`src/include/scan_pkg.sv`:
```
// Constants for the pin continuity scan block.
// Assumes a 200 MHz system clock sampling the scan select and scan clock.
package scan_pkg;
  // Pin counts of each phase
  localparam int OUT_PINS = 17;
  localparam int BIDIR_PINS = 17;
  localparam int IN_PINS = 33;
  localparam int OUT_STEPS = OUT_PINS + BIDIR_PINS;
  localparam int IN_STEPS = IN_PINS + BIDIR_PINS;
  // Output steps, input steps, then one release clock
  localparam int SEQ_LEN = OUT_STEPS + IN_STEPS + 1;
  localparam int STEP_W = 7;
  localparam logic [6:0] LAST_STEP = 7'(SEQ_LEN - 1);
  localparam logic [6:0] IN_FIRST = 7'(OUT_STEPS);
  localparam logic [6:0] STEP_RST = 7'h00;
  // Pin vector widths
  localparam int OE_W = OUT_PINS + BIDIR_PINS;
  localparam int SMP_W = IN_PINS + BIDIR_PINS;
  typedef enum logic [1:0] {st_normal, st_wait, st_scan} scan_state_t;
endpackage : scan_pkg

```
`src/verilog/edge_sync.sv`:
```
// Two flip-flop synchroniser with falling edge detect.
// Assumes input comes from outside the sys_clk domain.
`timescale 1ns/1ps
module edge_sync (
  input wire logic sys_clk,
  input wire logic nrst,
  input wire logic din,
  output logic level,
  output logic fall
);
  logic meta_r;
  logic sync_r;
  logic prev_r;
  logic [2:0] fill_r;
  // Synchronise and keep previous value for edge detection
  always_ff @(posedge sys_clk) begin
    if (!nrst) begin
      meta_r <= 1'b1;
      sync_r <= 1'b1;
      prev_r <= 1'b1;
      fill_r <= 3'h0;
    end else begin
      meta_r <= din;
      sync_r <= meta_r;
      prev_r <= sync_r;
      fill_r <= {fill_r[1:0], 1'b1};
    end
  end
  assign level = sync_r;
  // Edges count only once the pipe holds real pin samples, so a pin that
  // idles low gives no false fall after reset
  assign fall = fill_r[2] & prev_r & ~sync_r;
endmodule : edge_sync

```
`src/verilog/pin_scan.sv`:
```
// Pin continuity scan test: walking zero out, serial readback of inputs.
// Assumes pin vectors are in package walking order, index 0 first.
`timescale 1ns/1ps
module pin_scan (
  input wire logic sys_clk,
  input wire logic nrst,
  input wire logic scan_sel_n,
  input wire logic aen,
  input wire logic [scan_pkg::SMP_W-1:0] in_pins,
  output logic [scan_pkg::OE_W-1:0] pin_out,
  output logic [scan_pkg::OE_W-1:0] pin_oe,
  output logic prom_out,
  output logic prom_oe,
  output logic scan_active,
  output logic core_rst_n,
  output logic bus_aen
);
  logic sel_lvl;
  logic aen_lvl;
  logic aen_fall;
  logic [scan_pkg::SMP_W-1:0] smp_meta_r;
  logic [scan_pkg::SMP_W-1:0] smp_r;
  scan_pkg::scan_state_t state_r;
  scan_pkg::scan_state_t state_nxt;
  logic [6:0] step_r;
  logic [6:0] step_nxt;
  logic started_r;
  logic started_nxt;
  logic prom_r;
  logic prom_nxt;
  logic prom_oe_r;
  logic prom_oe_nxt;
  logic [scan_pkg::OE_W-1:0] oe_r;
  logic [scan_pkg::OE_W-1:0] oe_nxt;

  // Synchronise select pin and scan clock
  edge_sync u_sel (
    .sys_clk(sys_clk),
    .nrst(nrst),
    .din(scan_sel_n),
    .level(sel_lvl),
    .fall()
  );
  edge_sync u_aen (
    .sys_clk(sys_clk),
    .nrst(nrst),
    .din(aen),
    .level(aen_lvl),
    .fall(aen_fall)
  );

  // Two-stage sampling of tested inputs; analog pins are not wired
  always_ff @(posedge sys_clk) begin
    if (!nrst) begin
      smp_meta_r <= '0;
      smp_r <= '0;
    end else begin
      smp_meta_r <= in_pins;
      smp_r <= smp_meta_r;
    end
  end

  // Decode of phase and pin index
  wire in_scan = (state_r == scan_pkg::st_scan);
  wire at_last = (step_r == scan_pkg::LAST_STEP);
  wire out_phase = started_r && (step_r < scan_pkg::IN_FIRST);
  wire in_phase = started_r && !out_phase && !at_last;

  // Mode control and step sequencing
  always_comb begin
    state_nxt = state_r;
    step_nxt = step_r;
    started_nxt = started_r;
    case (state_r)
      scan_pkg::st_normal: begin
        if (!sel_lvl) begin
          // Entry only counts when the scan clock was low first
          state_nxt = aen_lvl ? scan_pkg::st_wait : scan_pkg::st_scan;
          step_nxt = scan_pkg::STEP_RST;
          started_nxt = 1'b0;
        end
      end
      scan_pkg::st_wait: begin
        if (sel_lvl) begin
          state_nxt = scan_pkg::st_normal;
        end
      end
      scan_pkg::st_scan: begin
        if (sel_lvl) begin
          state_nxt = scan_pkg::st_normal;
          started_nxt = 1'b0;
        end else if (aen_fall) begin
          if (!started_r) begin
            started_nxt = 1'b1; // first edge lights first pin
            step_nxt = scan_pkg::STEP_RST;
          end else if (at_last) begin
            step_nxt = scan_pkg::STEP_RST;
          end else begin
            step_nxt = step_r + 7'h01;
          end
        end
      end
      default: state_nxt = scan_pkg::st_normal;
    endcase
  end

  // Output enables: one pin driven low in the output phase
  genvar gi;
  generate
    for (gi = 0; gi < scan_pkg::OE_W; gi++) begin : g_oe
      assign oe_nxt[gi] = (state_nxt == scan_pkg::st_scan) && started_nxt
        && (step_nxt == 7'(gi));
    end
  endgenerate

  // Prom pin enable and data follow the next step, so both switch together
  wire in_phase_nxt = (state_nxt == scan_pkg::st_scan) && started_nxt
    && (step_nxt >= scan_pkg::IN_FIRST)
    && (step_nxt != scan_pkg::LAST_STEP);
  wire [6:0] in_idx = step_nxt - scan_pkg::IN_FIRST;
  wire idx_ok = (in_idx < 7'(scan_pkg::SMP_W));
  wire sel_bit = idx_ok ? smp_r[in_idx[5:0]] : 1'b0;
  assign prom_oe_nxt = in_phase_nxt;
  assign prom_nxt = in_phase_nxt ? sel_bit : prom_r;

  always_ff @(posedge sys_clk) begin
    if (!nrst) begin
      state_r <= scan_pkg::st_normal;
      step_r <= scan_pkg::STEP_RST;
      started_r <= 1'b0;
      prom_r <= 1'b0;
      prom_oe_r <= 1'b0;
      oe_r <= '0;
    end else begin
      state_r <= state_nxt;
      step_r <= step_nxt;
      started_r <= started_nxt;
      prom_r <= prom_nxt;
      prom_oe_r <= prom_oe_nxt;
      oe_r <= oe_nxt;
    end
  end

  // Pin drivers and mode outputs
  assign pin_out = '0;
  assign pin_oe = oe_r;
  assign prom_out = prom_r;
  assign prom_oe = prom_oe_r;
  assign scan_active = in_scan;
  assign core_rst_n = !in_scan;
  assign bus_aen = in_scan ? 1'b0 : aen_lvl;

  // Checks
  a_reset_held: assert property (
    @(posedge sys_clk) disable iff (!nrst)
    in_scan && !sel_lvl |=> !core_rst_n) else $error("core not in reset");
  a_aen_blocked: assert property (
    @(posedge sys_clk) disable iff (!nrst)
    in_scan && !sel_lvl |=> !bus_aen) else $error("aen leaked to bus");
  a_onehot_oe: assert property (
    @(posedge sys_clk) disable iff (!nrst)
    $onehot0(pin_oe)) else $error("more than one pin driven");
  a_entry_float: assert property (
    @(posedge sys_clk) disable iff (!nrst)
    $rose(in_scan) |-> pin_oe == '0 && !prom_oe)
    else $error("pins driven on entry");
  a_first_pin: assert property (
    @(posedge sys_clk) disable iff (!nrst)
    in_scan && !started_r && aen_fall && !sel_lvl |=> pin_oe[0])
    else $error("walk not at first pin");
  a_wrap_len: assert property (
    @(posedge sys_clk) disable iff (!nrst)
    in_scan && at_last && aen_fall && !sel_lvl |=> step_r == 7'h00)
    else $error("sequence length wrong");
  a_last_float: assert property (
    @(posedge sys_clk) disable iff (!nrst)
    in_scan && at_last |-> pin_oe == '0 && !prom_oe)
    else $error("release clock drives");
  a_exit_normal: assert property (
    @(posedge sys_clk) disable iff (!nrst)
    in_scan && sel_lvl |=> !in_scan) else $error("no exit");
  a_no_enter_high: assert property (
    @(posedge sys_clk) disable iff (!nrst)
    state_r == scan_pkg::st_normal && aen_lvl |=> !in_scan)
    else $error("entered with aen high");
  a_step_range: assert property (
    @(posedge sys_clk) disable iff (!nrst)
    step_r <= scan_pkg::LAST_STEP) else $error("step past end");
  a_step_adv: assert property (
    @(posedge sys_clk) disable iff (!nrst)
    in_scan && started_r && !at_last && aen_fall && !sel_lvl
    |=> step_r == $past(step_r) + 7'h01) else $error("step not advanced");
  a_step_hold: assert property (
    @(posedge sys_clk) disable iff (!nrst)
    in_scan && !aen_fall |=> $stable(step_r)) else $error("step moved");
  a_out_window: assert property (
    @(posedge sys_clk) disable iff (!nrst)
    (|pin_oe) |-> in_scan && started_r && step_r < scan_pkg::IN_FIRST)
    else $error("pin driven outside output phase");
  a_out_index: assert property (
    @(posedge sys_clk) disable iff (!nrst)
    in_scan && started_r && step_r < scan_pkg::IN_FIRST
    |-> pin_oe[step_r[5:0]]) else $error("wrong pin driven");
  a_prom_window: assert property (
    @(posedge sys_clk) disable iff (!nrst)
    in_scan |-> prom_oe == in_phase) else $error("prom enable wrong");
  a_exit_float: assert property (
    @(posedge sys_clk) disable iff (!nrst)
    !in_scan |-> pin_oe == '0 && !prom_oe)
    else $error("pins driven outside scan");

  // Scenario covers
  c_enter: cover property (@(posedge sys_clk) disable iff (!nrst)
    $rose(in_scan));
  c_input: cover property (@(posedge sys_clk) disable iff (!nrst)
    prom_oe);
  c_wrap: cover property (@(posedge sys_clk) disable iff (!nrst)
    in_scan && at_last && aen_fall);
  c_refused: cover property (@(posedge sys_clk) disable iff (!nrst)
    state_r == scan_pkg::st_wait);
  c_exit: cover property (@(posedge sys_clk) disable iff (!nrst)
    $fell(in_scan));
endmodule : pin_scan

```
`config.mk`:
```
export PLATFORM = sky130hd
export DESIGN_NAME = pin_scan
export DESIGN_NICKNAME = d
export VERILOG_FILES = /design/src/include/scan_pkg.sv /design/src/verilog/edge_sync.sv /design/src/verilog/pin_scan.sv
export SDC_FILE = /design/constraint.sdc
export NUM_CORES = 1
export LEC_CHECK = 0
export BUFFER_PORTS_ARGS = -buffer_cell sky130_fd_sc_hd__buf_2
export CAP_MARGIN = 25
export CORE_ASPECT_RATIO = 0.7
export CORE_MARGIN = 8
export CORE_UTILIZATION = 30
export DETAILED_ROUTE_END_ITERATION = 12
export MAX_ROUTING_LAYER = met4
export SLEW_MARGIN = 20
export SYNTH_ARGS = -nofsm -noshare
export SYNTH_HDL_FRONTEND = slang
export SYNTH_SLANG_ARGS = --single-unit
export TNS_END_PERCENT = 10
```
`constraint.sdc`:
```
create_clock -name sys_clk -period 3.8 [get_ports sys_clk]
set_input_delay 0.38 -clock sys_clk [delete_from_list [all_inputs] [get_ports sys_clk]]
set_output_delay 0.38 -clock sys_clk [all_outputs]
set_load 0.02 [all_outputs]
```
==> metrics.log, run 1 <==
[metrics] largest fanout on the critical path: 12
[metrics] number of sinks handled by clock tree synthesis: around 150
[metrics] Final ANT Viol Nets: 0
[metrics] Setup WS pre-CTS: 0.1651 ns
[metrics] Die Height: ~130 µm
[metrics] final weighted congestion of routability-driven global placement: 0.8290
[metrics] slew at the pin with the worst max-slew slack: 0.7686 ns
[metrics] cell area after synthesis: about 5600 µm²
[metrics] number of synthesized flops with an enable pin: 0
[metrics] highest achievable clock rate: roughly 290 MHz
[metrics] Routed WL per cell: ~14 µm
[metrics] Die Area: between 20000 and 25000 µm²
[metrics] setup repair bufs after CTS: 0
[metrics] Top FF cell, synth: dfxtp_1
[metrics] Yosys Warn Count: 0
[metrics] Post-Layout Cell Count: 895
[metrics] DRC marker count from the first detailed-route iteration: 160
[metrics] DIE WIDTH: between 150 and 200 µm
[metrics] clock transition at the registers of the reported paths: 0.07 ns
[metrics] arrival time at the worst endpoint: around 3.8 ns
[metrics] insertion delay to the later sink of the worst-skew pair: ~0.42 ns
[metrics] placeable core region: between 15000 and 20000 µm²
[metrics] estimated wirelength of the detail-placed design: 8.902 mm
[metrics] fraction of the yosys area taken by sequential cells: between 50% and 60%
[metrics] setup repair after global routing missed its margin: false
[metrics] total negative slack for setup checks: 0 ns
[metrics] All-Layer GR Usage: ~11%
[metrics] flip-flop and latch count after synthesis: around 150
[metrics] standby leakage power: just under 0.003 µW
[metrics] total number of placement rows: between 40 and 50
[metrics] router iterations before antenna repair: 4
[metrics] Layout Nets: approximately 700
[metrics] crit path setup slack, layout: 0.2924 ns
[metrics] count of pins over their slew limit: 0
[metrics] type of the most critical hold path: in2reg
[metrics] Post-Synthesis Mean Instance Area: about 10 µm²
[metrics] maximum VDD drop: 261.5 µV
[metrics] MaxCap Viol Count: 0
[metrics] portion of the clock cycle consumed by the worst path in the final layout: between 90 and 100%
[metrics] via count of the first global-routing pass: around 3.8k
[metrics] number of ports placed on the die boundary: ~130
[metrics] Setup Skew: roughly 0.012 ns
[metrics] final hold violation count: 0
[metrics] via count: approximately 3.8k
[metrics] leading area contributor after synthesis: dfxtp_1
[metrics] final setup violation count: 0
[metrics] first-pass GRT wire length: approximately 20 mm
[metrics] dominant cells by area after synthesis: dfxtp_1, and2_1, buf_4, nor2_1, nand2_1
[metrics] PD cells: 509.5 nW/µm²
[metrics] worst setup path category: reg2reg
[metrics] cells resized by post-CTS repair: 0
[metrics] routed wire length: 12.39 mm
[metrics] maximum clock insertion buffer count: 2
[metrics] total of buffers placed on input and output ports: slightly above 90
[metrics] slowest stage cell, crit path: or4_1
[metrics] status: finished clean
[metrics] filler cell count: 1888
[metrics] async set-or-reset flop fraction in the synthesized netlist: 0%
[metrics] maximum number of pins on one net before global-route repair: about 110
[metrics] number of diodes: 0
[metrics] proportion of layout cells with a drive suffix above 1: 22.15%
[metrics] Crit path largest cell delay: between 0.4 and 0.5 ns
[metrics] initial core utilization: between 30% and 40%
[metrics] number of library cell types mapped by synthesis: 61
[metrics] Tmin final: around 3.5 ns
[metrics] number of buffers added by the clock tree synthesis step: 17
[metrics] Cells after DPL: 863
[metrics] DRC viols: 0
[metrics] library cell used as clock root buffer: clkbuf_16
[metrics] share of the core filled with cells: between 30% and 40%
[metrics] required time of the worst setup path: ~4.1 ns
[metrics] TritonCTS clock tree: yes
[metrics] Rel. slew slack: 48.76%
[metrics] number of antenna violations at the first check in global routing: 0
[metrics] remaining global-route overflow: 0
[metrics] worst path cell trace: inv_1 -> ha_2 -> nor2b_1 -> o22ai_2 -> a211oi_2 -> ha_1 -> nand2_1 -> or3_1 -> nand4_1 -> a2111oi_0 -> or4_1 -> o221ai_1 -> o211ai_1
[metrics] number of H-tree levels: 4
[metrics] CP Capture Type: flip-flop
[metrics] kind of launch point of the worst setup path: flip-flop
[metrics] gate count after technology mapping: 557
[metrics] hold-fix buffers at CTS: 0
[metrics] fraction of synthesized cell area taken by the top area cell type: between 50% and 60%
[metrics] per-cell via count in the routed design: around 4.3
[metrics] Synth-to-Final Area Change: 20.31%
==> where the power goes <==
part | total [µW] | switching (µW) | internal, µW
sequential | 1680 | 14.9 | 1670
clock | 1620 | 744 | 876
combinational | 131 | 74.4 | 56.3
==> cell usage after synthesis, types with 4 or more instances <==
library cell / n
nand2b_1: 7
nor2b_1: 7
a2111oi_0: 4
clkbuf_1: 19
mux2_2: 5
buf_2: 4
mux2i_1: 7
nand4_1: 7
and2_1: 103
nor2_1: 40
a211oi_1: 9
a21oi_1: 7
dfxtp_1: 154
nor3_1: 15
a21boi_0: 5
and3_1: 4
ha_1: 7
nand3_1: 14
a31oi_1: 6
nand2_1: 32
inv_1: 9
buf_4: 35
o21ai_0: 6
==> flip-flops by register name, indices dropped and copies added, names as in the netlist <==
register	flops
u_aen.fill_r	3
prom_oe	1
smp_meta_r	50
u_sel.meta_r	1
u_aen.level	1
started_r	1
u_aen.meta_r	1
smp_r	50
state_r	2
pin_oe	34
prom_out	1
u_sel.level	1
u_aen.prev_r	1
step_r	7
==> cell type report <==
class,instances,area (µm²),share of cell area [%]
sequential,154,3083,45.76
clock inverter,15,156.4,2.321
inverter,10,37.54,0.5571
tap,236,295.3,4.383
clock buffer,17,425.4,6.314
multi-input combinational,366,2242,33.28
timing repair buffer,97,498.0,7.391
==> routing by layer <==
metal  vias to the layer above  share of wire [%]  GRT usage, %
li1                       1977                  -             -
met1                      1749                 53         14.99
met2                       100                 42         15.18
met3                         9                4.4         3.550
met4                         0               0.82         4.150
met5                         -                  0             -
==> critical path: cells and delay by family (launching register included) <==
family,cells,cell delay (ns)
flops,1,0.34
compound gates,5,0.87
fa+ha+maj,2,0.60
simple gates,5,1.45
buf+inv,1,0.09
==> worst paths after layout <==
path	from	to	slack, ns	cells past startpoint
max	state_r[0]	prom_out	0.29	13
min	aen	u_aen.meta_r	0.15	2
max reg2reg	state_r[0]	prom_out	0.29	13
min reg2reg	u_aen.meta_r	u_aen.level	0.41	1
==> per-stage QoR <==
stage	total power (µW)	cell area (µm²)	hold slack (ns)
floorplan	1831	5724	0.3863
global placement	1849	6141	0.3958
detailed placement	1850	6141	0.3975
CTS	3479	6723	0.1259
global route	3573	6738	0.1359
finish	3433	6738	0.1459
==> cell families after synthesis <==
| logic type | synth area share, % |
|---|---|
| fa+ha+maj | 1.564 |
| mux | 2.927 |
| other cells | 0.06696 |
| simple gates | 24.58 |
| buf+inv | 7.395 |
| xor+xnor | 0.4693 |
| compound gates | 7.954 |
| flops | 55.05 |
==> placed cells by master, fill, tap and decap left out, drive strengths merged, types with 7 or more instances in the layout <==
cell type / n
nand3: 14
inv: 18
dfxtp: 154
and2: 104
a211oi: 10
nand2: 32
nor3: 15
mux2i: 7
nor2: 40
o21ai: 7
nand4: 7
clkbuf: 17
buf: 97
nand2b: 7
a21oi: 7
nor2b: 7
ha: 7
conb: 34
Power figures use the tool's default switching activity.
==> run 2: changes to the inputs <==
--- a/config.mk
+++ b/config.mk
@@ -9,11 +9,13 @@
 export CAP_MARGIN = 25
 export CORE_ASPECT_RATIO = 0.7
 export CORE_MARGIN = 8
-export CORE_UTILIZATION = 30
+export CORE_UTILIZATION = 53
 export DETAILED_ROUTE_END_ITERATION = 12
 export MAX_ROUTING_LAYER = met4
+export PLACE_DENSITY = 0.78
 export SLEW_MARGIN = 20
 export SYNTH_ARGS = -nofsm -noshare
 export SYNTH_HDL_FRONTEND = slang
+export SYNTH_HIERARCHICAL = 1
 export SYNTH_SLANG_ARGS = --single-unit
 export TNS_END_PERCENT = 10
==> run 2 against run 1 <==
Effect of this change: combinational power about the same; first-iteration DRC count grew 57%; die area is 40% lower; sequential share of layout area rose by 1.5 points; setup slack better by 0.013 ns; largest cell class unchanged; clock power fell by 2%; hold slack better by 0.011 ns; register-to-register slack is essentially flat; critical path type unchanged.
==> metrics.log, run 2 <==
[metrics] portion of the clock cycle consumed by the worst path in the final layout: 91.97% (-0.34 points)
[metrics] most used cells in the layout excluding fill and tap cells: dfxtp_1, and2_1, buf_2
[metrics] total negative slack for setup checks: 0 ns (unchanged)
[metrics] highest achievable clock rate: 286.1 MHz (+0.36%)
[metrics] arrival time at the worst endpoint: 3.81 ns (+0.03 ns)
[metrics] remaining global-route overflow: 0 (unchanged)
[metrics] number of buffer and inverter stages on the critical path: 1 (unchanged)
[metrics] final setup violation count: 0 (unchanged)
[metrics] logic gate share of total power: 3.9% (about the same)
[metrics] proportion of layout cells with a drive suffix above 1: 24.11% (+2.0 points)
[metrics] Post-Synthesis Mean Instance Area: 10.77 µm² (+7.1%)
[metrics] Setup Skew: 0.005181 ns (-0.006510 ns)
[metrics] initial core utilization: 53.94% (+23 points)
[metrics] total of buffers placed on input and output ports: 92 (unchanged)
[metrics] Routed WL per cell: 14.64 µm (+5.8%)
[metrics] maximum number of pins on one net before global-route repair: 112 (+0.90%)
[metrics] Crit path largest cell delay: 0.52 ns (+0.04 ns)
[metrics] Die Area: 14040 µm² (-40%)
[metrics] clock transition at the registers of the reported paths: 0.06 ns (about the same)
[metrics] gate count after technology mapping: 515 (-7.5%)
[metrics] TritonCTS clock tree: yes
[metrics] routed wire length: 10.98 mm (-11%)
[metrics] internal portion of total power: 2691 µW (+3.5%)
[metrics] via count of the first global-routing pass: 3741 (-0.82%)
[metrics] Synth-to-Final Area Change: 17.65%
[metrics] worst setup path category: reg2reg
[metrics] fraction of power consumed by sequential logic: 49.5% (+0.5 points)
[metrics] register area: 3083 µm² (unchanged)
[metrics] multi-input combinational cell area: 2171 µm² (-3.2%)
[metrics] number of buffers added by the clock tree synthesis step: 17 (unchanged)
[metrics] required time of the worst setup path: 4.11 ns (+0.03 ns)
[metrics] filler cell count: 806 (-57%)
[metrics] number of diodes: 0 (unchanged)
[metrics] library cell used as clock root buffer: clkbuf_16
[metrics] final weighted congestion of routability-driven global placement: 0.8453 (+2.0%)
[metrics] maximum clock insertion buffer count: 2 (unchanged)
[metrics] type of the most critical hold path: in2reg
[metrics] Final ANT Viol Nets: 0 (unchanged)
[metrics] Psw: 709.7 µW (-15%)
[metrics] via count: 3650 (-4.8%)
[metrics] Tmin final: 3.495 ns (-0.01273 ns)
[metrics] largest fanout on the critical path: 11 (-1)
[metrics] setup repair after global routing missed its margin: false
[metrics] DIE WIDTH: 138.2 µm (-23%)
[metrics] DRC viols: 0 (unchanged)
[metrics] cell area after synthesis: 5544 µm² (-1.0%)
[metrics] CP Capture Type: flip-flop
[metrics] DRC marker count from the first detailed-route iteration: 252 (+57%)
[metrics] number of H-tree levels: 4 (unchanged)
[metrics] Sw Ratio: 20.87% (-3.4 points)
[metrics] Layout Nets: 668 (-5.5%)
[metrics] worst path cell trace: inv_1 -> ha_2 -> mux2i_1 -> or2_4 -> a221oi_2 -> ha_1 -> a21boi_0 -> a32o_1 -> nor2_2 -> or4_4 -> o21ai_2 -> a211oi_2 -> o41ai_2
[metrics] kind of launch point of the worst setup path: flip-flop
[metrics] Die Height: 101.6 µm (-22%)
[metrics] count of pins over their slew limit: 0 (unchanged)
[metrics] cell family with most CP delay: compound AO/OA/AOI/OAI gates
[metrics] number of ports placed on the die boundary: 127 (unchanged)
[metrics] router iterations before antenna repair: 5 (+1)
[metrics] final hold violation count: 0 (unchanged)
[metrics] PD cells: 521.4 nW/µm² (+2.3%)
[metrics] MaxCap Viol Count: 0 (unchanged)
[metrics] total number of placement rows: 31 (-24%)
[metrics] first-pass GRT wire length: 18.46 mm (-5.8%)
[metrics] proportion of power drawn by the clock network: 46.6% (-0.6 points)
[metrics] Yosys Warn Count: 6 (+6)
[metrics] slew at the pin with the worst max-slew slack: 0.7170 ns (-0.05165 ns)
[metrics] slowest stage cell, crit path: or4_4
[metrics] status: finished clean
[metrics] number of antenna violations at the first check in global routing: 0 (unchanged)
[metrics] placeable core region: 10280 µm² (-43%)
[metrics] insertion delay to the later sink of the worst-skew pair: 0.40 ns (-0.02 ns)
[metrics] Rel. slew slack: 52.20% (+3.4 points)
[metrics] overall power after layout: 3401 µW (-0.95%)
[metrics] per-cell via count in the routed design: 4.867 (+14%)
[metrics] estimated wirelength of the detail-placed design: 7.840 mm (-12%)
[metrics] standby leakage power: 0.002893 µW (-1.5%)
[metrics] number of sinks handled by clock tree synthesis: 154 (unchanged)
[metrics] maximum VDD drop: 372.7 µV (+43%)
[metrics] All-Layer GR Usage: 16.76% (+5.6 points)
[metrics] most common library cell in the layout ignoring fill and taps: dfxtp_1
==> run 2: per-stage QoR <==
stage | util, % | std cells | setup WS, ns | hold WS, ns | instance area, µm²
6_report | 63.46 | 750 | 0.3051 | 0.1566 | 6523
4_1_cts | 63.41 | 750 | 0.1393 | 0.1426 | 6518
3_5_place_dp | 57.99 | 720 | 0.1496 | 0.4063 | 5961
3_3_place_gp | 57.99 | 720 | 0.3384 | 0.3980 | 5961
2_1_floorplan | - | 548 | 0.1912 | 0.3863 | 5668
5_1_grt | 63.46 | 750 | 0.08371 | 0.1485 | 6523
==> run 2: layer usage <==
| metal | global-route usage (%) | share of wire (%) |
|---|---|---|
| met5 | - | 0 |
| met4 | 6.406 | 1.0 |
| met3 | 4.496 | 5.6 |
| met2 | 26.04 | 45 |
| met1 | 20.61 | 48 |
==> run 2: cell type report <==
class,count,share of cell area (%)
clock buffers,20,6.695
clock inverters,10,1.842
repair buffers,99,7.865
flip-flops and latches,154,47.27
well taps,132,2.532
multi-input cells,326,33.28
inverters,9,0.5179
==> run 2: power groups by stage <==
stage,logic [µW],clock network [µW],registers [µW]
5_1_grt,150,1680,1690
4_1_cts,133,1610,1680
3_3_place_gp,129,0,1720
2_1_floorplan,121,0,1710
3_5_place_dp,132,0,1720
6_report,133,1580,1680
==> run 2: path summary, 6_finish.rpt <==
check	startpoint	to	slack, ns	cells after the start
worst max-delay path	state_r[0]	prom_out	0.31	13
worst min-delay path	aen	u_aen/meta_r	0.16	2
worst max register to register	state_r[0]	prom_out	0.31	13
worst min register to register	u_aen/meta_r	u_aen/level	0.42	1
==> run 2: repair_timing <==
item,in CTS,in global routing
endpoints found under the setup margin,0,1
gates resized for setup,0,2
setup buffers,0,0
hold buffers,0,0
endpoints found under the hold margin,0,0
==> run 3: changes to the inputs <==
--- a/config.mk
+++ b/config.mk
@@ -6,11 +6,11 @@
 export NUM_CORES = 1
 export LEC_CHECK = 0
 export BUFFER_PORTS_ARGS = -buffer_cell sky130_fd_sc_hd__buf_2
-export CAP_MARGIN = 25
 export CORE_ASPECT_RATIO = 0.7
 export CORE_MARGIN = 8
 export CORE_UTILIZATION = 53
 export DETAILED_ROUTE_END_ITERATION = 12
+export GPL_TIMING_DRIVEN = 0
 export MAX_ROUTING_LAYER = met4
 export PLACE_DENSITY = 0.78
 export SLEW_MARGIN = 20
==> run 3 against run 2 <==
Effect of this change: combinational power increased by 26%; via count grew 5.1%; first-iteration DRC count up 26%; utilization is 3.6 points higher; flip-flop and latch count unchanged; critical path type unchanged.
==> metrics.log, run 3 (synthesized netlist as in run 2, its figures left out) <==
[metrics] Die Height: 101.6 µm (unchanged)
[metrics] Tmin final: 3.684 ns (+0.1892 ns)
[metrics] portion of the clock cycle consumed by the worst path in the final layout: 96.95% (+5.0 points)
[metrics] slowest stage cell, crit path: or4_4
[metrics] placed cell area: 6294 µm² (+5.6%)
[metrics] maximum VDD drop: 335.7 µV (-9.9%)
[metrics] worst setup path category: reg2reg
[metrics] placeable core region: 10280 µm² (unchanged)
[metrics] estimated wirelength of the detail-placed design: 8.356 mm (+6.6%)
[metrics] number of ports placed on the die boundary: 127 (unchanged)
[metrics] via count of the first global-routing pass: 3807 (+1.8%)
[metrics] required time of the worst setup path: 4.12 ns (about the same)
[metrics] number of diodes: 0 (unchanged)
[metrics] MaxCap Viol Count: 0 (unchanged)
[metrics] proportion of layout cells with a drive suffix above 1: 28.64% (+4.5 points)
[metrics] Crit path largest cell delay: 0.52 ns (about the same)
[metrics] router iterations before antenna repair: 7 (+2)
[metrics] Die Area: 14040 µm² (unchanged)
[metrics] clock transition at the registers of the reported paths: 0.06 ns (about the same)
[metrics] type of the most critical hold path: in2reg
[metrics] All-Layer GR Usage: 16.85% (+0.096 points)
[metrics] total negative slack for setup checks: 0 ns (unchanged)
[metrics] number of H-tree levels: 4 (unchanged)
[metrics] PD cells: 493.5 nW/µm² (-5.4%)
[metrics] status: finished clean
[metrics] most used cell along the critical path: buf_6
[metrics] Rel. slew slack: 59.24% (+7.0 points)
[metrics] arrival time at the worst endpoint: 4.00 ns (+0.19 ns)
[metrics] slew at the pin with the worst max-slew slack: 0.6114 ns (-0.1056 ns)
[metrics] number of buffers added by the clock tree synthesis step: 17 (unchanged)
[metrics] library cell used as clock root buffer: clkbuf_16
[metrics] fin area: 6894 µm² (+5.7%)
[metrics] count of pins over their slew limit: 0 (unchanged)
[metrics] number of sinks handled by clock tree synthesis: 154 (unchanged)
[metrics] first-pass GRT wire length: 18.57 mm (+0.63%)
[metrics] kind of launch point of the worst setup path: flip-flop
[metrics] total of buffers placed on input and output ports: 92 (unchanged)
[metrics] final hold violation count: 0 (unchanged)
[metrics] worst path cell trace: inv_1 -> ha_1 -> buf_6 -> mux2i_1 -> or2_1 -> buf_6 -> a221oi_4 -> ha_4 -> a21boi_0 -> a32o_2 -> nor2_2 -> or4_4 -> o21ai_2 -> a211oi_2 -> o41ai_2
[metrics] Synth-to-Final Area Change: 24.35%
[metrics] standby leakage power: 0.003128 µW (+8.1%)
[metrics] via count: 3837 (+5.1%)
[metrics] Layout Nets: 722 (+8.1%)
[metrics] DRC marker count from the first detailed-route iteration: 318 (+26%)
[metrics] initial core utilization: 53.94% (unchanged)
[metrics] most used cells in the layout excluding fill and tap cells: dfxtp_1, and2_1, buf_2
[metrics] maximum number of pins on one net before global-route repair: 17 (-85%)
[metrics] final setup violation count: 0 (unchanged)
[metrics] final weighted congestion of routability-driven global placement: 0.8584 (+1.5%)
[metrics] Setup Skew: 0.006748 ns (+0.001567 ns)
[metrics] DRC viols: 0 (unchanged)
[metrics] cell family with most CP delay: compound AO/OA/AOI/OAI gates
[metrics] hold-fix buffers at CTS: 0 (unchanged)
[metrics] total number of placement rows: 31 (unchanged)
[metrics] overall power after layout: 3402 µW (about the same)
[metrics] insertion delay to the later sink of the worst-skew pair: 0.41 ns (about the same)
[metrics] most common library cell in the layout ignoring fill and taps: dfxtp_1
[metrics] per-cell via count in the routed design: 4.761 (-2.2%)
[metrics] TritonCTS clock tree: yes
[metrics] largest fanout on the critical path: 10 (-1)
[metrics] routed wire length: 11.29 mm (+2.8%)
[metrics] number of antenna violations at the first check in global routing: 0 (unchanged)
[metrics] highest achievable clock rate: 271.4 MHz (-5.1%)
[metrics] Final ANT Viol Nets: 0 (unchanged)
[metrics] remaining global-route overflow: 0 (unchanged)
[metrics] maximum clock insertion buffer count: 2 (unchanged)
[metrics] CP Capture Type: flip-flop
[metrics] Routed WL per cell: 14.01 µm (-4.3%)
[metrics] number of buffer and inverter stages on the critical path: 3 (+2)
[metrics] DIE WIDTH: 138.2 µm (unchanged)
[run 3: cell count changes in the layout (fill, tap and decap cells not counted), moves of 3 or more]
cell / before / now
buf_2: 92 / 95
inv_8: 1 / 4
buf_4: 7 / 38
clkbuf_1: 3 / 16
buf_6: 0 / 3
[run 3: area by class of cell]
cell class / count / area [µm²]
repair buffers: 94 / 475.5
plain buffers: 59 / 385.4
multi-input cells: 326 / 2196
inverters: 9 / 33.78
well taps: 132 / 165.2
clock inverters: 13 / 112.6
flip-flops and latches: 154 / 3083
fillers: 764 / 3385
clock buffers: 19 / 442.9
[run 3: what timing repair did]
item / 4_1_cts / 5_1_grt
endpoints found under the setup margin: 1 / 1
buffers inserted: 0 / 2
pin swaps: 0 / 2
resized for setup: 2 / 3
[run 3: worst paths after layout]
path / depth (start not counted) / startpoint / slack, ns / to
worst max-delay path: 15 / state_r[0] / 0.12 / prom_out
worst min-delay path: 2 / scan_sel_n / 0.15 / u_sel/meta_r
worst max register to register: 15 / state_r[0] / 0.12 / prom_out
worst min register to register: 1 / u_aen/meta_r / 0.41 / u_aen/level
[run 3: through the flow]
step | util, % | hold slack (ns) | setup slack (ns) | instances
floorplan | - | 0.3863 | 0.1912 | 548
detailed placement | 61.23 | 0.3983 | -0.1431 | 772
CTS | 66.77 | 0.1400 | 0.03219 | 804
global placement | 61.23 | 0.3984 | -0.06454 | 772
global route | 67.07 | 0.1393 | -0.05008 | 806
finish | 67.07 | 0.1471 | 0.1159 | 806
[run 3: power breakdown]
part | switching, µW | internal (µW)
clock | 684 | 870
sequential | 12.4 | 1670
combinational | 83.4 | 84.0
[run 3: worst reg2reg max path: cells and delay by family (launching register included)]
| family | cells | cell delay, ns |
|---|---|---|
| buf+inv | 3 | 0.40 |
| fa+ha+maj | 2 | 0.47 |
| flops | 1 | 0.37 |
| compound gates | 6 | 1.36 |
| mux | 1 | 0.15 |
| simple gates | 3 | 0.85 |
[run 3: per-layer routing]
metal	up-vias	track usage [%]	routed length, µm
met5	-	-	0
met4	0	6.323	146
met3	18	5.199	772
met2	157	26.00	5192
met1	1720	20.50	5179
li1	1942	-	-
